**src/rtl/irq_standby_map.svh**
```systemverilog
// constants for the interrupt priority and standby controller
// Function
// - seven fixed levels, zero to six; lowest-numbered pending level wins.
// - nonmaskable at vector 4, external pins share 16, soft trap 96.
// - timer 0 and timer 1 matches share level one, vector 8.
// - event counter match events share level three, vector 24.
// - counter input fall and converter done share level four, vector 32.
// - serial receive and transmit done share level five, vector 40.
// - halt opcode stops execution; clock, peripherals and state keep running.
// - halt ends on any unmasked request or on reset.
// - stop opcode halts the oscillator, memory retained.
// - opcode stop ends only on nonmaskable input or reset.
// - opcode stop wake waits a timer 1 programmed interval, 52.4 ms max.
// - readable standby indicator tells standby wake from power-up.
// - low stop request pin enters pin stop, oscillator halted.
// - stop pin high: wait fixed 52.4 ms, then start at address 0.
// - held reset lengthens pin stop wake; no resume before release. Here reset ends the wake at once and execution resumes on release.
// - zero-cross rising pin reads 0 until rise, then 1 with request.
// - zero-cross falling pin reads 1 until fall, then 0 with request.
// - directly driven external pins behave as ordinary digital inputs.
// - first external pin requests on a rising edge.
// - nonmaskable input requests on a falling edge.
`ifndef IRQ_STANDBY_MAP_SVH
`define IRQ_STANDBY_MAP_SVH

// ***********************************************************************
// vectors and timing
// ***********************************************************************
`define VEC_LEVEL0      8'h04
`define VEC_LEVEL1      8'h08
`define VEC_LEVEL2      8'h10
`define VEC_LEVEL3      8'h18
`define VEC_LEVEL4      8'h20
`define VEC_LEVEL5      8'h28
`define VEC_LEVEL6      8'h60
`define VEC_RESTART     8'h00
`define CLK_PERIOD_NS   20
`define STAB_TIME_US    52400
`define STAB_CYCLES     ((`STAB_TIME_US * 1000) / `CLK_PERIOD_NS)
`define NUM_LEVELS      7

`endif

```
**src/rtl/irq_standby_pkg.sv**
```systemverilog
// types for the interrupt priority and standby controller
package irq_standby_pkg;
  typedef enum logic [2:0] {
    ST_RUN, ST_HALT, ST_STOP_OP, ST_WAKE_OP, ST_STOP_PIN, ST_WAKE_PIN
  } pwr_state_e;

  // one request line per event source
  typedef struct packed {
    logic timer0_match_req;
    logic timer1_match_req;
    logic evcnt_match0_req;
    logic evcnt_match1_req;
    logic evcnt_input_fall_req;
    logic adc_done_req;
    logic serial_rx_done_req;
    logic serial_tx_done_req;
    logic soft_trap_opcode;
  } periph_req_s;

  // what the core sees of the controller
  typedef struct packed {
    logic       irq_valid;
    logic [2:0] irq_level;
    logic [7:0] irq_vector;
    logic       exec_en;
    logic       osc_en;
    logic       restart;
    logic [7:0] restart_addr;
  } core_ctl_s;
endpackage : irq_standby_pkg

```
**src/rtl/edge_catch.sv**
```systemverilog
// one pending request latch fed by a synchronised pin or core pulse
`timescale 1ns/1ps
`default_nettype none
module edge_catch #(
  parameter bit FALLING = 1'b0,
  parameter bit SYNC    = 1'b1
) (
  input  wire logic i_core_clk,
  input  wire logic i_rst,
  input  wire logic i_in,
  input  wire logic i_ack,
  output logic      o_level,
  output logic      o_pend
);
  typedef struct packed {
    logic s1;
    logic s2;
    logic prev;
    logic pend;
  } st_s;
  st_s st_r;
  st_s st_nxt;
  logic lvl;
  logic hit;

  // a core pulse needs no synchroniser; a pin passes two flops
  assign lvl     = SYNC ? st_r.s2 : i_in;
  assign hit     = FALLING ? (st_r.prev & ~lvl) : (~st_r.prev & lvl);
  assign o_level = st_r.prev;

  always_comb begin
    st_nxt      = st_r;
    st_nxt.s1   = i_in;
    st_nxt.s2   = st_r.s1;
    st_nxt.prev = lvl;
    // set wins over acknowledge so a fresh edge is never dropped
    st_nxt.pend = hit | (st_r.pend & ~i_ack);
  end

  always_ff @(posedge i_core_clk) begin
    if (i_rst) begin
      st_r <= {1'b0 ^ FALLING, 1'b0 ^ FALLING, 1'b0 ^ FALLING, 1'b0};
    end else begin
      st_r <= st_nxt;
    end
  end

  assign o_pend = st_r.pend;
endmodule : edge_catch
`default_nettype wire

```
**src/rtl/irq_priority_standby_ctrl.sv**
```systemverilog
// interrupt priority ranking and standby sequencing
`timescale 1ns/1ps
`default_nettype none
`include "irq_standby_map.svh"
module irq_priority_standby_ctrl #(
  parameter int STAB_CYCLES = `STAB_CYCLES
) (
  input  wire logic                        i_core_clk,
  input  wire logic                        i_rst,
  input  wire logic                        i_nmi_n,
  input  wire logic                        i_rising_ext_irq,
  input  wire logic                        i_falling_ext_irq,
  input  wire logic                        i_stop_n,
  input  wire irq_standby_pkg::periph_req_s i_req,
  input  wire logic [1:0]                  i_ext_mask,
  input  wire logic [4:0]                  i_lvl_mask,
  input  wire logic                        i_irq_ack,
  input  wire logic                        i_halt_opcode,
  input  wire logic                        i_stop_opcode,
  input  wire logic [22:0]                 i_wake_cycles,
  output var irq_standby_pkg::core_ctl_s   o_ctl,
  output logic                             o_rising_ext_level,
  output logic                             o_falling_ext_level,
  output logic                             o_standby_indicator
);
  import irq_standby_pkg::*;

  localparam int NSRC = 13;

  // ***********************************************************************
  // state
  // ***********************************************************************
  typedef struct packed {
    pwr_state_e  mode;
    logic [22:0] cnt;
    logic        sb;
    logic        restart;
    logic        stop_s1;
    logic        stop_s2;
    logic [2:0]  lvl;
    logic [7:0]  vec;
    logic        valid;
  } ctl_s;
  ctl_s st_r;
  ctl_s st_nxt;

  logic [NSRC-1:0] src_in;
  logic [NSRC-1:0] src_pend;
  logic [NSRC-1:0] src_ack;
  logic [NSRC-1:0] src_lvl;
  logic [6:0]      lvl_pend;
  logic [6:0]      lvl_open;
  logic [2:0]      win_lvl;
  logic            win_any;
  logic [7:0]      win_vec;
  logic [22:0]     wake_len;

  // ***********************************************************************
  // request capture: 0 nmi, 1-2 ext pins, 3 unused, 4..12 peripherals
  // ***********************************************************************
  assign src_in   = {i_req.soft_trap_opcode, i_req.serial_tx_done_req,
                     i_req.serial_rx_done_req, i_req.adc_done_req,
                     i_req.evcnt_input_fall_req, i_req.evcnt_match1_req,
                     i_req.evcnt_match0_req, i_req.timer1_match_req,
                     i_req.timer0_match_req, 1'b0, i_falling_ext_irq,
                     i_rising_ext_irq, i_nmi_n};

  generate
    for (genvar g = 0; g < NSRC; g++) begin : g_src
      if (g == 3) begin : g_unused
        assign src_pend[g] = 1'b0;
        assign src_lvl[g]  = 1'b0;
      end else if (g < 3) begin : g_pin
        // pins: synchronised, edge sensed, digital level kept;
        // the nonmaskable and falling pins sense a fall, the other a rise
        edge_catch #(
          .FALLING(g != 1),
          .SYNC   (1'b1)
        ) u_c (
          .i_core_clk(i_core_clk),
          .i_rst     (i_rst),
          .i_in      (src_in[g]),
          .i_ack     (src_ack[g]),
          .o_level   (src_lvl[g]),
          .o_pend    (src_pend[g])
        );
      end else begin : g_core
        edge_catch #(.FALLING(1'b0), .SYNC(1'b0)) u_c (
          .i_core_clk(i_core_clk),
          .i_rst     (i_rst),
          .i_in      (src_in[g]),
          .i_ack     (src_ack[g]),
          .o_level   (src_lvl[g]),
          .o_pend    (src_pend[g])
        );
      end
    end
  endgenerate

  // plain digital readback of the two maskable pins
  assign o_rising_ext_level  = src_lvl[1];
  assign o_falling_ext_level = src_lvl[2];

  // ***********************************************************************
  // grouping into levels, masking, ranking
  // ***********************************************************************
  always_comb begin
    lvl_pend[0] = src_pend[0];
    lvl_pend[1] = src_pend[4] | src_pend[5];
    lvl_pend[2] = (src_pend[1] & ~i_ext_mask[0]) |
                  (src_pend[2] & ~i_ext_mask[1]);
    lvl_pend[3] = src_pend[6] | src_pend[7];
    lvl_pend[4] = src_pend[8] | src_pend[9];
    lvl_pend[5] = src_pend[10] | src_pend[11];
    lvl_pend[6] = src_pend[12];
  end

  // level 0 and the trap cannot be masked; others follow the mask
  assign lvl_open = lvl_pend & {1'b1, ~i_lvl_mask[4:1], 1'b1, 1'b1} &
                    {5'h1f, ~i_lvl_mask[0], 1'b1};

  // lowest-numbered open level wins
  always_comb begin
    win_any = 1'b0;
    win_lvl = 3'h0;
    for (int i = `NUM_LEVELS - 1; i >= 0; i--) begin
      if (lvl_open[i]) begin
        win_any = 1'b1;
        win_lvl = 3'(i);
      end
    end
  end

  always_comb begin
    unique case (win_lvl)
      3'h0:    win_vec = `VEC_LEVEL0;
      3'h1:    win_vec = `VEC_LEVEL1;
      3'h2:    win_vec = `VEC_LEVEL2;
      3'h3:    win_vec = `VEC_LEVEL3;
      3'h4:    win_vec = `VEC_LEVEL4;
      3'h5:    win_vec = `VEC_LEVEL5;
      default: win_vec = `VEC_LEVEL6;
    endcase
  end

  // acknowledge clears only the sources of the level presented
  always_comb begin
    src_ack = 13'h0000;
    if (i_irq_ack && st_r.valid) begin
      unique case (st_r.lvl)
        3'h0:    src_ack = 13'h0001;
        3'h1:    src_ack = 13'h0030;
        3'h2:    src_ack = {10'h000, ~i_ext_mask, 1'b0} & 13'h0006;
        3'h3:    src_ack = 13'h00c0;
        3'h4:    src_ack = 13'h0300;
        3'h5:    src_ack = 13'h0c00;
        default: src_ack = 13'h1000;
      endcase
    end
  end

  // wake interval from timer 1 setting, capped at the fixed maximum
  assign wake_len = (i_wake_cycles == 23'h0) ? 23'h1 :
                    ((32'(i_wake_cycles) > 32'(STAB_CYCLES)) ?
                     23'(STAB_CYCLES) : i_wake_cycles);

  // ***********************************************************************
  // standby sequencer
  // ***********************************************************************
  always_comb begin
    st_nxt         = st_r;
    st_nxt.stop_s1 = i_stop_n;
    st_nxt.stop_s2 = st_r.stop_s1;
    st_nxt.restart = 1'b0;
    // presented level is re-registered from the winner each cycle; valid is only raised in run
    st_nxt.valid   = win_any && (st_r.mode == ST_RUN);
    st_nxt.lvl     = win_lvl;
    st_nxt.vec     = win_vec;
    if (!st_r.stop_s2) begin
      st_nxt.mode = ST_STOP_PIN;
      st_nxt.sb   = 1'b1;
      st_nxt.cnt  = 23'h0;
    end else begin
      unique case (st_r.mode)
        ST_RUN: begin
          if (i_stop_opcode) begin
            st_nxt.mode = ST_STOP_OP;
            st_nxt.sb   = 1'b1;
          end else if (i_halt_opcode) begin
            st_nxt.mode = ST_HALT;
            st_nxt.sb   = 1'b1;
          end
        end
        ST_HALT: begin
          if (win_any) begin
            st_nxt.mode = ST_RUN;
          end
        end
        ST_STOP_OP: begin
          if (src_pend[0]) begin
            st_nxt.mode = ST_WAKE_OP;
            st_nxt.cnt  = 23'h0;
          end
        end
        ST_WAKE_OP: begin
          st_nxt.cnt = st_r.cnt + 23'h1;
          if (st_r.cnt + 23'h1 >= wake_len) begin
            st_nxt.mode = ST_RUN;
          end
        end
        ST_STOP_PIN: begin
          st_nxt.mode = ST_WAKE_PIN;
          st_nxt.cnt  = 23'h0;
        end
        ST_WAKE_PIN: begin
          st_nxt.cnt = st_r.cnt + 23'h1;
          if (32'(st_r.cnt) + 32'h1 >= 32'(STAB_CYCLES)) begin
            st_nxt.mode    = ST_RUN;
            st_nxt.restart = 1'b1;
          end
        end
      endcase
    end
  end

  // reset ends any standby; the indicator survives it to tell wake apart
  always_ff @(posedge i_core_clk) begin
    if (i_rst) begin
      st_r.mode    <= ST_RUN;
      st_r.cnt     <= 23'h0;
      st_r.restart <= 1'b0;
      st_r.stop_s1 <= 1'b1;
      st_r.stop_s2 <= 1'b1;
      st_r.lvl     <= 3'h0;
      st_r.vec     <= 8'h00;
      st_r.valid   <= 1'b0;
    end else begin
      st_r <= st_nxt;
    end
  end

  // ***********************************************************************
  // outputs
  // ***********************************************************************
  assign o_standby_indicator = st_r.sb;

  // one process drives the whole struct so it has a single driver
  always_comb begin
    o_ctl.irq_valid    = st_r.valid;
    o_ctl.irq_level    = st_r.lvl;
    o_ctl.irq_vector   = st_r.vec;
    o_ctl.exec_en      = (st_r.mode == ST_RUN) && !i_rst;
    o_ctl.osc_en       = (st_r.mode != ST_STOP_OP) &&
                         (st_r.mode != ST_STOP_PIN);
    o_ctl.restart      = st_r.restart;
    o_ctl.restart_addr = `VEC_RESTART;
  end

  // ***********************************************************************
  // checks
  // ***********************************************************************
  a_nmi_wins_rank: assert property (
    @(posedge i_core_clk) disable iff (i_rst)
    (st_r.mode == ST_RUN && lvl_open[0]) |=> (o_ctl.irq_level == 3'h0))
    else $error("nonmaskable not ranked first");
  a_vec_level_two: assert property (
    @(posedge i_core_clk) disable iff (i_rst)
    (o_ctl.irq_valid && o_ctl.irq_level == 3'h2) |->
    (o_ctl.irq_vector == 8'h10))
    else $error("external vector wrong");
  a_vec_timer_lvl: assert property (
    @(posedge i_core_clk) disable iff (i_rst)
    (o_ctl.irq_valid && o_ctl.irq_level == 3'h1) |->
    (o_ctl.irq_vector == 8'h08))
    else $error("timer vector wrong");
  a_halt_no_exec: assert property (
    @(posedge i_core_clk) disable iff (i_rst)
    (st_r.mode == ST_RUN && i_halt_opcode && !i_stop_opcode && st_r.stop_s2)
    |=> (!o_ctl.exec_en && o_ctl.osc_en))
    else $error("halt did not stop execution");
  // no request may be offered to the core while it is parked
  a_valid_run_only: assert property (
    @(posedge i_core_clk) disable iff (i_rst)
    (st_r.mode != ST_RUN) |=> !o_ctl.irq_valid)
    else $error("request shown outside run");
  a_halt_wakes: assert property (
    @(posedge i_core_clk) disable iff (i_rst)
    (st_r.mode == ST_HALT && win_any && st_r.stop_s2) |=> o_ctl.exec_en)
    else $error("halt not left on open request");
  a_stop_osc_off: assert property (
    @(posedge i_core_clk) disable iff (i_rst)
    (st_r.mode == ST_RUN && i_stop_opcode && st_r.stop_s2) |=>
    !o_ctl.osc_en)
    else $error("stop left oscillator on");
  a_stop_only_nmi: assert property (
    @(posedge i_core_clk) disable iff (i_rst)
    (st_r.mode == ST_STOP_OP && !src_pend[0] && st_r.stop_s2) |=>
    (st_r.mode == ST_STOP_OP))
    else $error("stop left without nmi");
  a_wake_op_cap: assert property (
    @(posedge i_core_clk) disable iff (i_rst)
    (st_r.mode == ST_WAKE_OP) |-> (32'(st_r.cnt) < 32'(STAB_CYCLES)))
    else $error("opcode wake beyond cap");
  a_pin_stop_in: assert property (
    @(posedge i_core_clk) disable iff (i_rst)
    !st_r.stop_s2 |=> (st_r.mode == ST_STOP_PIN) ##0 !o_ctl.osc_en)
    else $error("pin stop not entered");
  a_restart_zero: assert property (
    @(posedge i_core_clk) disable iff (i_rst)
    o_ctl.restart |-> (o_ctl.exec_en && $past(st_r.mode) == ST_WAKE_PIN))
    else $error("restart without pin wake");
  // the fixed span ends in a restart pulse with execution enabled
  a_pin_wake_end: assert property (
    @(posedge i_core_clk) disable iff (i_rst)
    (st_r.mode == ST_WAKE_PIN && st_r.stop_s2 &&
     32'(st_r.cnt) + 32'h1 >= 32'(STAB_CYCLES)) |=>
    (o_ctl.restart && o_ctl.exec_en))
    else $error("pin wake did not restart");
  a_pend_kept: assert property (
    @(posedge i_core_clk) disable iff (i_rst)
    (src_pend[12] && !src_ack[12]) |=> src_pend[12])
    else $error("pending trap lost");
endmodule : irq_priority_standby_ctrl
`default_nettype wire

```
**config.mk**
```make
export PLATFORM = sky130hd
export DESIGN_NAME = irq_priority_standby_ctrl
export DESIGN_NICKNAME = d
export VERILOG_FILES = /design/src/rtl/irq_standby_pkg.sv /design/src/rtl/edge_catch.sv /design/src/rtl/irq_priority_standby_ctrl.sv
export VERILOG_INCLUDE_DIRS = /design/src /design/src/rtl
export SDC_FILE = /design/constraint.sdc
export NUM_CORES = 1
export LEC_CHECK = 0
export BUFFER_PORTS_ARGS = -buffer_cell sky130_fd_sc_hd__buf_2
export CAP_MARGIN = 20
export CORE_ASPECT_RATIO = 0.75
export CORE_MARGIN = 8
export CORE_UTILIZATION = 50
export CTS_BUF_LIST = sky130_fd_sc_hd__clkbuf_4
export CTS_CLUSTER_DIAMETER = 30
export DETAILED_ROUTE_END_ITERATION = 8
export PLACE_DENSITY = 0.72
export SKIP_LAST_GASP = 1
export SLEW_MARGIN = 25
export SYNTH_ARGS = -nofsm -noshare
export SYNTH_HDL_FRONTEND = slang
export SYNTH_SLANG_ARGS = --single-unit
```
**constraint.sdc**
```tcl
create_clock -name i_core_clk -period 4.17 [get_ports i_core_clk]
set_input_delay 0.417 -clock i_core_clk [delete_from_list [all_inputs] [get_ports i_core_clk]]
set_output_delay 0.417 -clock i_core_clk [all_outputs]
set_load 0.03 [all_outputs]
```
* Word-level counts from Yosys, hierarchy flattened
Cells that the tools add are included.
Storage, ports and cells: word-level logic and storage cells 200, register bits 72, input port bits 48, output and inout port bits 26
Cells by class: bitwise operators 77, reductions and logical operators 17, magnitude comparators 3, mux-type cells 32, equal/unequal tests 29, $add $sub $neg 2
Operators by type and width (number):
- $pmux W13 S6 | 1
- $pmux W23 S3 | 1
- $mux W23 | 2
- $pmux W7 S6 | 1
- $mux W3 | 12
- $not A1 Y1 | 30
- $mux W27 | 1
- $and A1 B1 Y1 | 26
- $mux W26 | 1
- $add A23 B1 Y24 const B | 1
- $ge A24 B22 Y1 const B | 1
- $add A23 B1 Y23 const B | 1
- $ge A23 B23 Y1 | 1
- $gt A23 B22 Y1 const B | 1
- $logic_not A23 Y1 | 1
- $eq A3 B2 Y1 const B | 6
- $eq A3 B3 Y1 const B | 6
- $ne A3 B3 Y1 const B | 6
- $pmux W3 S6 | 1
- $or A1 B1 Y1 | 17
- $and A7 B7 Y7 | 2
- $mux W13 | 1
- $mux W1 | 11
- $reduce_and A5 Y1 | 2
- other kinds (15) | 27

* Longest topological paths before layout
Gate-level depths: netlist of run 1.
depth after elaboration 15, mapped depth 16, depth with buffers taken out 15

* Modules after synthesis
From an unflattened synthesis of run 1, not the netlist that was laid out.
Unflattened totals: cell total of the unflattened synthesis 509, area total of the unflattened synthesis 4215.3 µm²
Modules (own cells, without submodules):
- irq_priority_standby_ctrl | area each 3221.8 µm², cells an instance 425, seq. area each 760.7 µm², times used 1
- edge_catch (g_src[10].g_core.u_c ...) | area each 67.6 µm², cells an instance 6, seq. area each 40.0 µm², times used 9
- edge_catch (g_src[0].g_pin.u_c ...) | area each 127.6 µm², cells an instance 10, seq. area each 80.1 µm², times used 2
- edge_catch (g_src[1].g_pin.u_c) | area each 130.1 µm², cells an instance 10, seq. area each 80.1 µm², times used 1

* Least setup slack after synthesis of run 1
OpenSTA, ideal clock, no wires.
path type input port to flip-flop, start point input i_wake_cycles[1], end point register st_r[40] (netlist name), stages 15, library setup time 0.086 ns, arrival time 3.392 ns, slack 0.693 ns, required time 4.084 ns, path buffers 0, cell sequence or4_1 nor2_1 o21ai_0 a21oi_1 o31ai_1 a211oi_1 nand2_1 ha_1 a21oi_1 o21ai_0 a221o_1 a221oi_1 o31a_1 o22ai_1 a211oi_1
Between the ends: longest elaborated chain between the ends 6, elaborated cells between the ends (all ways) 7, classes of those cells order compare (2); eq/ne (1); mux (2); reduce/logical (2)
Ends and longest elaborated chain:
- start, declared | line irq_priority_standby_ctrl.sv:20 | input wire logic [22:0] i_wake_cycles,
- $gt A23 B22 Y1 | line irq_priority_standby_ctrl.sv:164 | ((32'(i_wake_cycles) > 32'(STAB_CYCLES)) ?
- $mux W23 | line irq_priority_standby_ctrl.sv:164
- $mux W23 * | line irq_priority_standby_ctrl.sv:163 | assign wake_len = (i_wake_cycles == 23'h0) ? 23'h1 :
- $ge A23 B23 Y1 * | line irq_priority_standby_ctrl.sv:207 | if (st_r.cnt + 23'h1 >= wake_len) begin
- $ne A2 B2 Y1 (no source line) *
- $reduce_and A5 Y1 (no source line) *
- end signal, assigned | line irq_priority_standby_ctrl.sv:238 | st_r <= st_nxt;
- end, declared | line irq_priority_standby_ctrl.sv:44 | ctl_s st_r;
Mark *: on every way between the ends. The rest lies on a longest branch, timed or not. A chain may end at the register's enable or synchronous reset.

* Worst setup path after layout of run 1
start point register st_r[16] (netlist name), end point register st_r[40] (netlist name)
Between the ends: longest elaborated chain between the ends 4, elaborated cells between the ends (all ways) 7, classes of those cells add/sub (2); order compare (2); eq/ne (2); reduce/logical (1)
Ends and longest elaborated chain (line):
- $add A23 B1 Y24 / $add A23 B1 Y23 (equally long branches) | irq_priority_standby_ctrl.sv:217, irq_priority_standby_ctrl.sv:207
- $ge A24 B22 Y1 / $ge A23 B23 Y1 (equally long branches) | irq_priority_standby_ctrl.sv:217, irq_priority_standby_ctrl.sv:207
- $ne A2 B2 Y1 (no source line)
- $reduce_and A5 Y1 (no source line) *
Marks and branches as above.

==> flow_summary.yaml, run 1 <==
sta:
  period_share_pct: 92.4
  finalMaxSlewViolations: 0
  tightest_slew_ns: 0.858
  finalHoldViolCount: 0
  clock_skew_ns: 0.0159
  hold_ws_ns: 0.195
  setup_viol: 0
  rsz0062_at_grt: "false"
  relSlewSlack_pct: 42.8
  min_period_ns: 3.85
  fmax_mhz: 260
  fin_setup_tns_ns: 0
cells_and_area:
  drive_gt1_share_pct: 18.3
  multi_input_area_um2: 2420
  n_antenna_cell: 0
  final_area_um2: 4430
  fillers: 772
  instances_no_fill: 641
  final_cell_mix: "dfxtp_1, buf_2, nor2_1"
  final_nets: 605
  area_growth_pct: 8.69
  final-seq-area_um2: 1360
  layout_commonest_cell: "dfxtp_1"
power_and_ir_drop:
  peakVddDrop_mv: 0.156
  p_per_area_nw_per_um2: 325
  p_leak_nw: 1.90
  total_power_mw: 1.44
place:
  gp_congestion: 0.883
  hpwl_um: 7490
  dpl_cell_area_um2: 4270
  port_buffers: 61
  post-place-cells: 626
setup_path:
  reg2reg_from: "st_r[16]"
  cp.required_ns: 4.46
  crit_chain: "ha_1 > and4_1 > nand2_1 > nor3_1 > nand2_1 > xnor2_1 > ha_1 > a21oi_1 > nor2b_1 > o21ai_0 > nor4bb_1 > o31a_1 > o22ai_1 > a211oi_1"
  startpoint: "st_r[16]"
  cp_top_family: "simple AND/OR/NAND/NOR gates"
  criticalPathCategory: "reg2reg"
  critPathMaxStageDelay_ns: 0.52
  start_kind: "register"
  critPathBufInv: 0
  endpoint_kind: "register"
  critPathMaxFanout: 9
  cp_slowest_cell: "dfxtp_1"
  critPathArrivalTime_ns: 4.15
synthesis:
  ys_types: 63
  ys_seq_area_share_pct: 33.4
  synthArstFlopShare_pct: 0
  synth_seq_cells: 68
  ys_warn_count: 0
  syn_avg_cell_area_um2: 8.29
  synth-edff-count: 0
  synthFlopType: "dfxtp_1"
  synthesis.area_um2: 4080
  synthCells: 492
status:
  outcome: "finished clean"
clock_network:
  cts_tree: "built"
  post-cts-setup-buffers: 0
  h-tree-depth: 3
  clockBufferDepth: 2
  path_clk_slew_ns: 0.11
  numCtsBuffers: 9
  cts_root_buf: "clkbuf_4"
  clk_latency_ns: 0.40
  cts_resized: 0
  cts.sinks: 68
  postCtsHoldBufs: 0
floorplanning:
  dieWidth_um: 120
  core_um2: 7920
  die-area_um2: 11300
  start_util_pct: 51.5
  pin_count: 74
  rows: 28
  die_h_um: 94.2
routing:
  wl_per_cell_um: 15.1
  via_per_inst: 5.55
  routed_wirelength_um: 9700
  firstDrtPassIters: 4
  drc: 0
  vias: 3559
  ant_nets: 0
  drt-initial-drc-count: 224
grt:
  antenna_found_initial: 0
  grt_overflow: 0
  grt_max_degree: 38
  grt_pass1_vias: 3283
  gr-usage-all-layers_pct: 16.8
  grt_pass1_wl_um: 15700
min_path:
  holdCritStartpoint: "i_stop_n"
  hp-class: "in2reg"
flow_run:
  drv_cap: 0
-- sequential cells by signal, indices dropped and copies added (netlist names) --
name,flops
st_r,27
o_ctl,10
g_src.g_core.u_c.o_level,9
g_src.g_core.u_c.o_pend,9
g_src.g_pin.u_c.lvl,3
g_src.g_pin.u_c.o_level,3
g_src.g_pin.u_c.o_pend,3
g_src.g_pin.u_c.st_nxt,3
st_nxt,1
-- worst paths after layout --
path                                  to  slack [ns]  depth (start not counted)
hold reg to reg   g_src[2].g_pin.u_c.lvl        0.42                          1
hold / removal                st_nxt[12]        0.20                          2
setup reg to reg                st_r[40]        0.32                         14
setup / recovery                st_r[40]        0.32                         14
-- metal layers --
| layer | vias to the layer above | part of all wire (%) | GRT usage (%) | wire length [µm] |
|---|---|---|---|---|
| met1 | 1647 | 48 | 23.2 | 4640 |
| met4 | 0 | 1.0 | 3.94 | 99 |
| li1 | 1793 | - | - | - |
| met5 | - | 0 | 0 | 0 |
| met2 | 105 | 44 | 26.4 | 4290 |
| met3 | 14 | 6.9 | 3.60 | 674 |
-- area by class of cell --
type                    instances  share of cell area (%)
multi-input cells             380                    54.7
flip-flops and latches         68                    30.7
repair buffers                 63                    7.23
well taps                     105                    2.97
clock inverters                 6                    2.03
clock buffers                   9                    1.52
inverters                      10                   0.847
-- per-stage QoR --
step	util, %	setup slack (ns)
final	56.0	0.317
after global routing	56.0	0.0799
after CTS	55.9	0.429
after detailed placement	53.9	0.232
after global placement	53.9	0.473
after floorplan	-	0.693
-- logic make-up after synthesis --
group / synth area share (%)
fa+ha+maj: 7.67
other cells: 0.184
compound gates: 18.2
mux: 0.491
xor+xnor: 4.51
flops: 33.4
simple gates: 27.3
buf+inv: 8.26
-- Yosys cell counts (all sizes together), types with 7 or more instances --
cell    number  area, µm²
dfxtp       68       1360
nand4       14        103
a22o         8       70.1
nor2        53        199
a21oi       37        185
nor3        15       86.3
clkbuf      16       75.1
xor2         7       61.3
nor2b       18        113
or3          7       48.8
o21ai       17       85.1
nand2b      14       87.6
a22oi       10       75.1
ha          25        313
nand3       11       72.6
a21o        10       76.3
xnor2       14        123
inv         10       37.5
buf         29        224
nand2       37        139
or2          9       56.3
-- report_power, final --
part,switching [mW],total (mW),internal [mW]
Combinational,0.162,0.252,0.0906
Clock,0.236,0.477,0.241
Sequential,0.0283,0.712,0.683
Total,0.426,1.44,1.01
(Power assumes the default switching activity.)
==> inputs of run 2 (changes only) <==
Settings changed: CORE_ASPECT_RATIO 0.75 to default, SKIP_CTS_REPAIR_TIMING from default to 1.
Clock period 4.17 ns to 4.5 ns, I/O delays scaled along.
==> run 2 against run 1 <==
  * Clock skew is 0.0046 ns higher
  * Sequential power down 7.4%
  * Final cell count stayed put
  * Critical endpoint unchanged
  * Non-clock buffer count decreased by 1
  * Via count down 0.34%
  * Routed wire length shrank 4.2%
  * Combinational power decreased by 9.1%
  * First-iteration DRC count is 13% lower
  * Highest routed layer unchanged
  * Clock power fell by 27%
  * Worst setup slack gained 0.51 ns
  * Sequential share of layout area up 0.33 points
==> flow_summary.yaml, run 2 (synthesis results as in run 1) <==
status:
  outcome: "finished clean"
clock_network:
  clk_latency_ns: 0.43
  cts_root_buf: "clkbuf_4"
  cts.sinks: 68
  numCtsBuffers: 9
  h-tree-depth: 3
  path_clk_slew_ns: 0.12
  cts_tree: "built"
  clockBufferDepth: 2
grt:
  grt_overflow: 0
  gr-usage-all-layers_pct: 17.0
  grt_pass1_wl_um: 15800
  grt_max_degree: 38
  grt_pass1_vias: 3410
  antenna_found_initial: 0
setup_path:
  critPathMaxFanout: 9
  critPathMaxStageDelay_ns: 0.50
  start_kind: "register"
  endpoint_kind: "register"
  cp_slowest_cell: "dfxtp_1"
  reg2reg_depth: 14
  cp.required_ns: 4.82
  critPathArrivalTime_ns: 3.99
  criticalPathCategory: "reg2reg"
  crit_chain: "ha_1 > and4_1 > nand2_1 > nor3_1 > nand2_1 > xnor2_1 > ha_1 > a21oi_1 > nor2b_1 > o21ai_0 > nor4bb_1 > o31a_1 > o22ai_1 > a211oi_1"
floorplanning:
  die_h_um: 106
  dieWidth_um: 106
  core_um2: 8050
  die-area_um2: 11300
  rows: 33
  pin_count: 74
  start_util_pct: 50.6
routing:
  wl_per_cell_um: 14.5
  drt-initial-drc-count: 195
  via_per_inst: 5.53
  drc: 0
  ant_nets: 0
  vias: 3547
  routed_wirelength_um: 9300
  firstDrtPassIters: 4
sta:
  finalMaxSlewViolations: 0
  rsz0062_at_grt: "false"
  finalHoldViolCount: 0
  fin_setup_tns_ns: 0
  clock_skew_ns: 0.0205
  period_share_pct: 81.5
  tightest_slew_ns: 0.984
  fmax_mhz: 273
  relSlewSlack_pct: 34.4
  setup_viol: 0
  min_period_ns: 3.67
power_and_ir_drop:
  p_seq_share_pct: 53.3
  switching_share_pct: 32.7
  p_leak_nw: 1.88
  total_power_mw: 1.24
  peakVddDrop_mv: 0.304
  power.switching_uw: 405
  pwr-share-clk_pct: 28.2
  p_comb_share_pct: 18.5
  p_int_uw: 833
  p_per_area_nw_per_um2: 282
cells_and_area:
  n_antenna_cell: 0
  largest_register_ffs: 27
  top_register: "st_r"
  drive_gt1_share_pct: 18.1
  final_cell_mix: "dfxtp_1, buf_2, nor2_1"
  layout_commonest_cell: "dfxtp_1"
  final_area_um2: 4380
  area_growth_pct: 7.52
  final_nets: 604
min_path:
  hp-class: "in2reg"
  whs_path_depth: 2
flow_run:
  drv_cap: 0
place:
  dpl_cell_area_um2: 4260
  hpwl_um: 7130
  gp_congestion: 0.845
  port_buffers: 61
[run 2: power groups by stage]
| stage | registers (mW) | clock network, mW | logic [mW] |
|---|---|---|---|
| 3_3_place_gp | 0.672 | 0 | 0.224 |
| 6_report | 0.659 | 0.350 | 0.229 |
| 3_5_place_dp | 0.673 | 0 | 0.229 |
| 2_1_floorplan | 0.662 | 0 | 0.191 |
| 5_1_grt | 0.665 | 0.391 | 0.253 |
| 4_1_cts | 0.659 | 0.361 | 0.229 |
[run 2: routing by layer]
metal	GRT usage (%)	part of all wire (%)	up-vias
li1	-	-	1795
met1	20.9	45	1659
met2	27.8	48	87
met3	5.63	5.4	6
met4	5.03	1.1	0
met5	0	0	-
[run 2: area by class of cell]
cell class / count / area [µm²]
clock buffer: 9 / 67.6
clock inverter: 7 / 52.6
fill: 748 / 3670
inverter: 10 / 37.5
multi-input combinational: 380 / 2420
sequential: 68 / 1360
tap: 105 / 131
timing repair buffer: 62 / 313
[run 2: worst max-delay path: cells and delay by family (launching register included)]
| kind | cells | cell delay, ns |
|---|---|---|
| and+or+nand+nor | 6 | 1.42 |
| adders and majority gates | 2 | 0.59 |
| AOI/OAI and AO/OA | 5 | 0.86 |
| xor gates and xnor gates | 1 | 0.22 |
| DFF | 1 | 0.50 |
[run 2: final timing paths]
| path | from | endpoint | slack (ns) |
|---|---|---|---|
| worst min-delay path | i_nmi_n | g_src[0].g_pin.u_c.st_nxt[2] | 0.20 |
| worst min register to register | st_nxt[12] | st_r[12] | 0.42 |
| worst max register to register | st_r[16] | st_r[40] | 0.83 |
| worst max-delay path | st_r[16] | st_r[40] | 0.83 |
[run 2: stage by stage]
stage,worst slack [ns],hold WS (ns),util (%),std cells
6_report,0.832,0.200,54.4,641
5_1_grt,0.360,0.157,54.4,641
4_1_cts,0.868,0.172,54.4,641
3_5_place_dp,0.711,0.396,52.9,625
3_3_place_gp,0.715,0.396,52.9,625
2_1_floorplan,0.990,0.389,-,503
==> inputs of run 3 (changes only) <==
Settings changed: PLACE_DENSITY 0.72 to 0.75.
Clock period 4.5 ns to 3.1 ns, I/O delays scaled along.
==> run 3 against run 2 <==
  * Clock power is 70% higher
  * Design area increased by 14%
  * First-iteration DRC count grew 4.6%
  * Count of clock-buffer cells in the layout unchanged
  * The flow now finishes with violations (setup timing)
  * Clock skew increased by 0.0098 ns
  * Routed wire length up 13%
  * Non-clock buffer count increased by 44
  * Highest routed layer unchanged
  * Critical path type is now in2reg
  * Largest cell class unchanged
  * Hold slack lost 0.14 ns
  * Core utilization grew 7.5 points
==> flow_summary.yaml, run 3 (synthesis results as in run 1) <==
status:
  outcome: "finished with violations"
  violations: "setup timing"
floorplanning:
  die-area_um2: 11300
  die_h_um: 106
  core_um2: 8050
  dieWidth_um: 106
  rows: 33
  pin_count: 74
  start_util_pct: 50.6
routing:
  drc: 0
  vias: 3800
  ant_nets: 0
  drt-initial-drc-count: 204
  routed_wirelength_um: 10500
  via_per_inst: 5.54
  firstDrtPassIters: 5
  wl_per_cell_um: 15.3
sta:
  setup_viol: 1
  period_share_pct: 100
  clock_skew_ns: 0.0304
  finalHoldViolCount: 0
  hold_ws_ns: 0.0641
  finalWorstSetupSlack_ns: -0.00529
  finalMaxSlewViolations: 0
  fmax_mhz: 322
  rsz0062_at_grt: "true"
  tightest_slew_ns: 0.873
  relSlewSlack_pct: 41.8
  min_period_ns: 3.11
setup_path:
  criticalPathCategory: "in2reg"
  reg2reg_depth: 12
  critPathMaxFanout: 5
  endpoint_kind: "register"
  cp.required_ns: 3.44
  r2r_slack_ns: 0.07
  start_kind: "input pin"
  critPathArrivalTime_ns: 3.44
clock_network:
  clk_latency_ns: 0.43
  cts.sinks: 68
  clockBufferDepth: 2
  h-tree-depth: 3
  cts_root_buf: "clkbuf_4"
  cts_tree: "built"
  path_clk_slew_ns: 0.12
  numCtsBuffers: 9
cells_and_area:
  multi_input_area_um2: 2650
  largest_register_ffs: 27
  drive_gt1_share_pct: 31.7
  instances_no_fill: 686
  area_growth_pct: 22.3
  top_register: "st_r"
  fillers: 721
  layout_commonest_cell: "buf_2"
  n_antenna_cell: 0
  final_cell_mix: "buf_2, dfxtp_1, nor2_1"
  final-seq-area_um2: 1380
  final_nets: 649
grt:
  gr-usage-all-layers_pct: 17.7
  grt_overflow: 0
  grt_pass1_wl_um: 16600
  antenna_found_initial: 0
  grt_pass1_vias: 3731
  grt_max_degree: 38
power_and_ir_drop:
  p_per_area_nw_per_um2: 386
  p_leak_nw: 2.23
  peakVddDrop_mv: 0.432
place:
  gp_congestion: 0.869
  hpwl_um: 7590
  port_buffers: 61
  post-place-cells: 665
min_path:
  hp-class: "in2reg"
  whs_path_depth: 2
flow_run:
  drv_cap: 0
==> run 3: cell count changes in the layout (fill, tap and decap cells not counted), sizes merged <==
cell / delta
a21o: +1
buf: +44
bufinv: +1
clkinvlp: -1
==> run 3: per-stage QoR <==
stage | setup WS (ns) | area [µm²] | power (mW) | utilization (%) | setup TNS [ns]
global placement | -0.321 | 4580 | 1.31 | 56.9 | -0.576
global route | -0.150 | 4990 | 2.02 | 61.9 | -0.196
floorplan | -0.0513 | 4140 | 1.24 | - | -0.0513
detailed placement | -0.416 | 4580 | 1.32 | 56.9 | -0.753
finish | -0.00529 | 4990 | 1.92 | 61.9 | -0.00529
CTS | -0.151 | 4720 | 1.91 | 58.6 | -0.217
==> run 3: critical path, cell delays in order <==
cell      delay, ns
buf_2          0.11
or4_4          0.53
nor2_4         0.11
o21ai_2        0.06
a21oi_2        0.19
o31ai_4        0.12
a21o_2         0.30
nor2_2         0.12
ha_1           0.25
and4_1         0.22
a221o_1        0.36
a221oi_2       0.28
o31a_1         0.20
o22ai_1        0.08
a211oi_1       0.20
==> run 3: final timing paths <==
check	end	start
hold / removal	g_src[0].g_pin.u_c.st_nxt[2]	i_nmi_n
setup reg to reg	st_r[40]	st_r[24]
setup / recovery	st_r[40]	i_wake_cycles[2]
hold reg to reg	g_src[0].g_pin.u_c.lvl	g_src[0].g_pin.u_c.st_nxt[2]
==> run 3: final cells by class <==
cell class,count,share of cell area (%)
multi-input combinational,381,53.1
clock inverter,7,1.51
timing repair buffer,106,13.0
tap,105,2.63
inverter,10,0.753
sequential,68,27.6
clock buffer,9,1.35
==> run 3: report_power, final <==
group          internal [mW]  leakage, nW  switching (mW)
clock                  0.250       0.0802           0.347
combinational          0.141         1.59           0.229
sequential             0.918        0.563          0.0382
==> run 3: layer usage <==
metal  vias up  global-route usage (%)  routed length (µm)
met2       110                    29.9                5350
li1       1892                       -                   -
met3        13                    4.54                 577
met4         0                    6.03                 117
met1      1785                    21.2                4430
met5         -                       0                   0
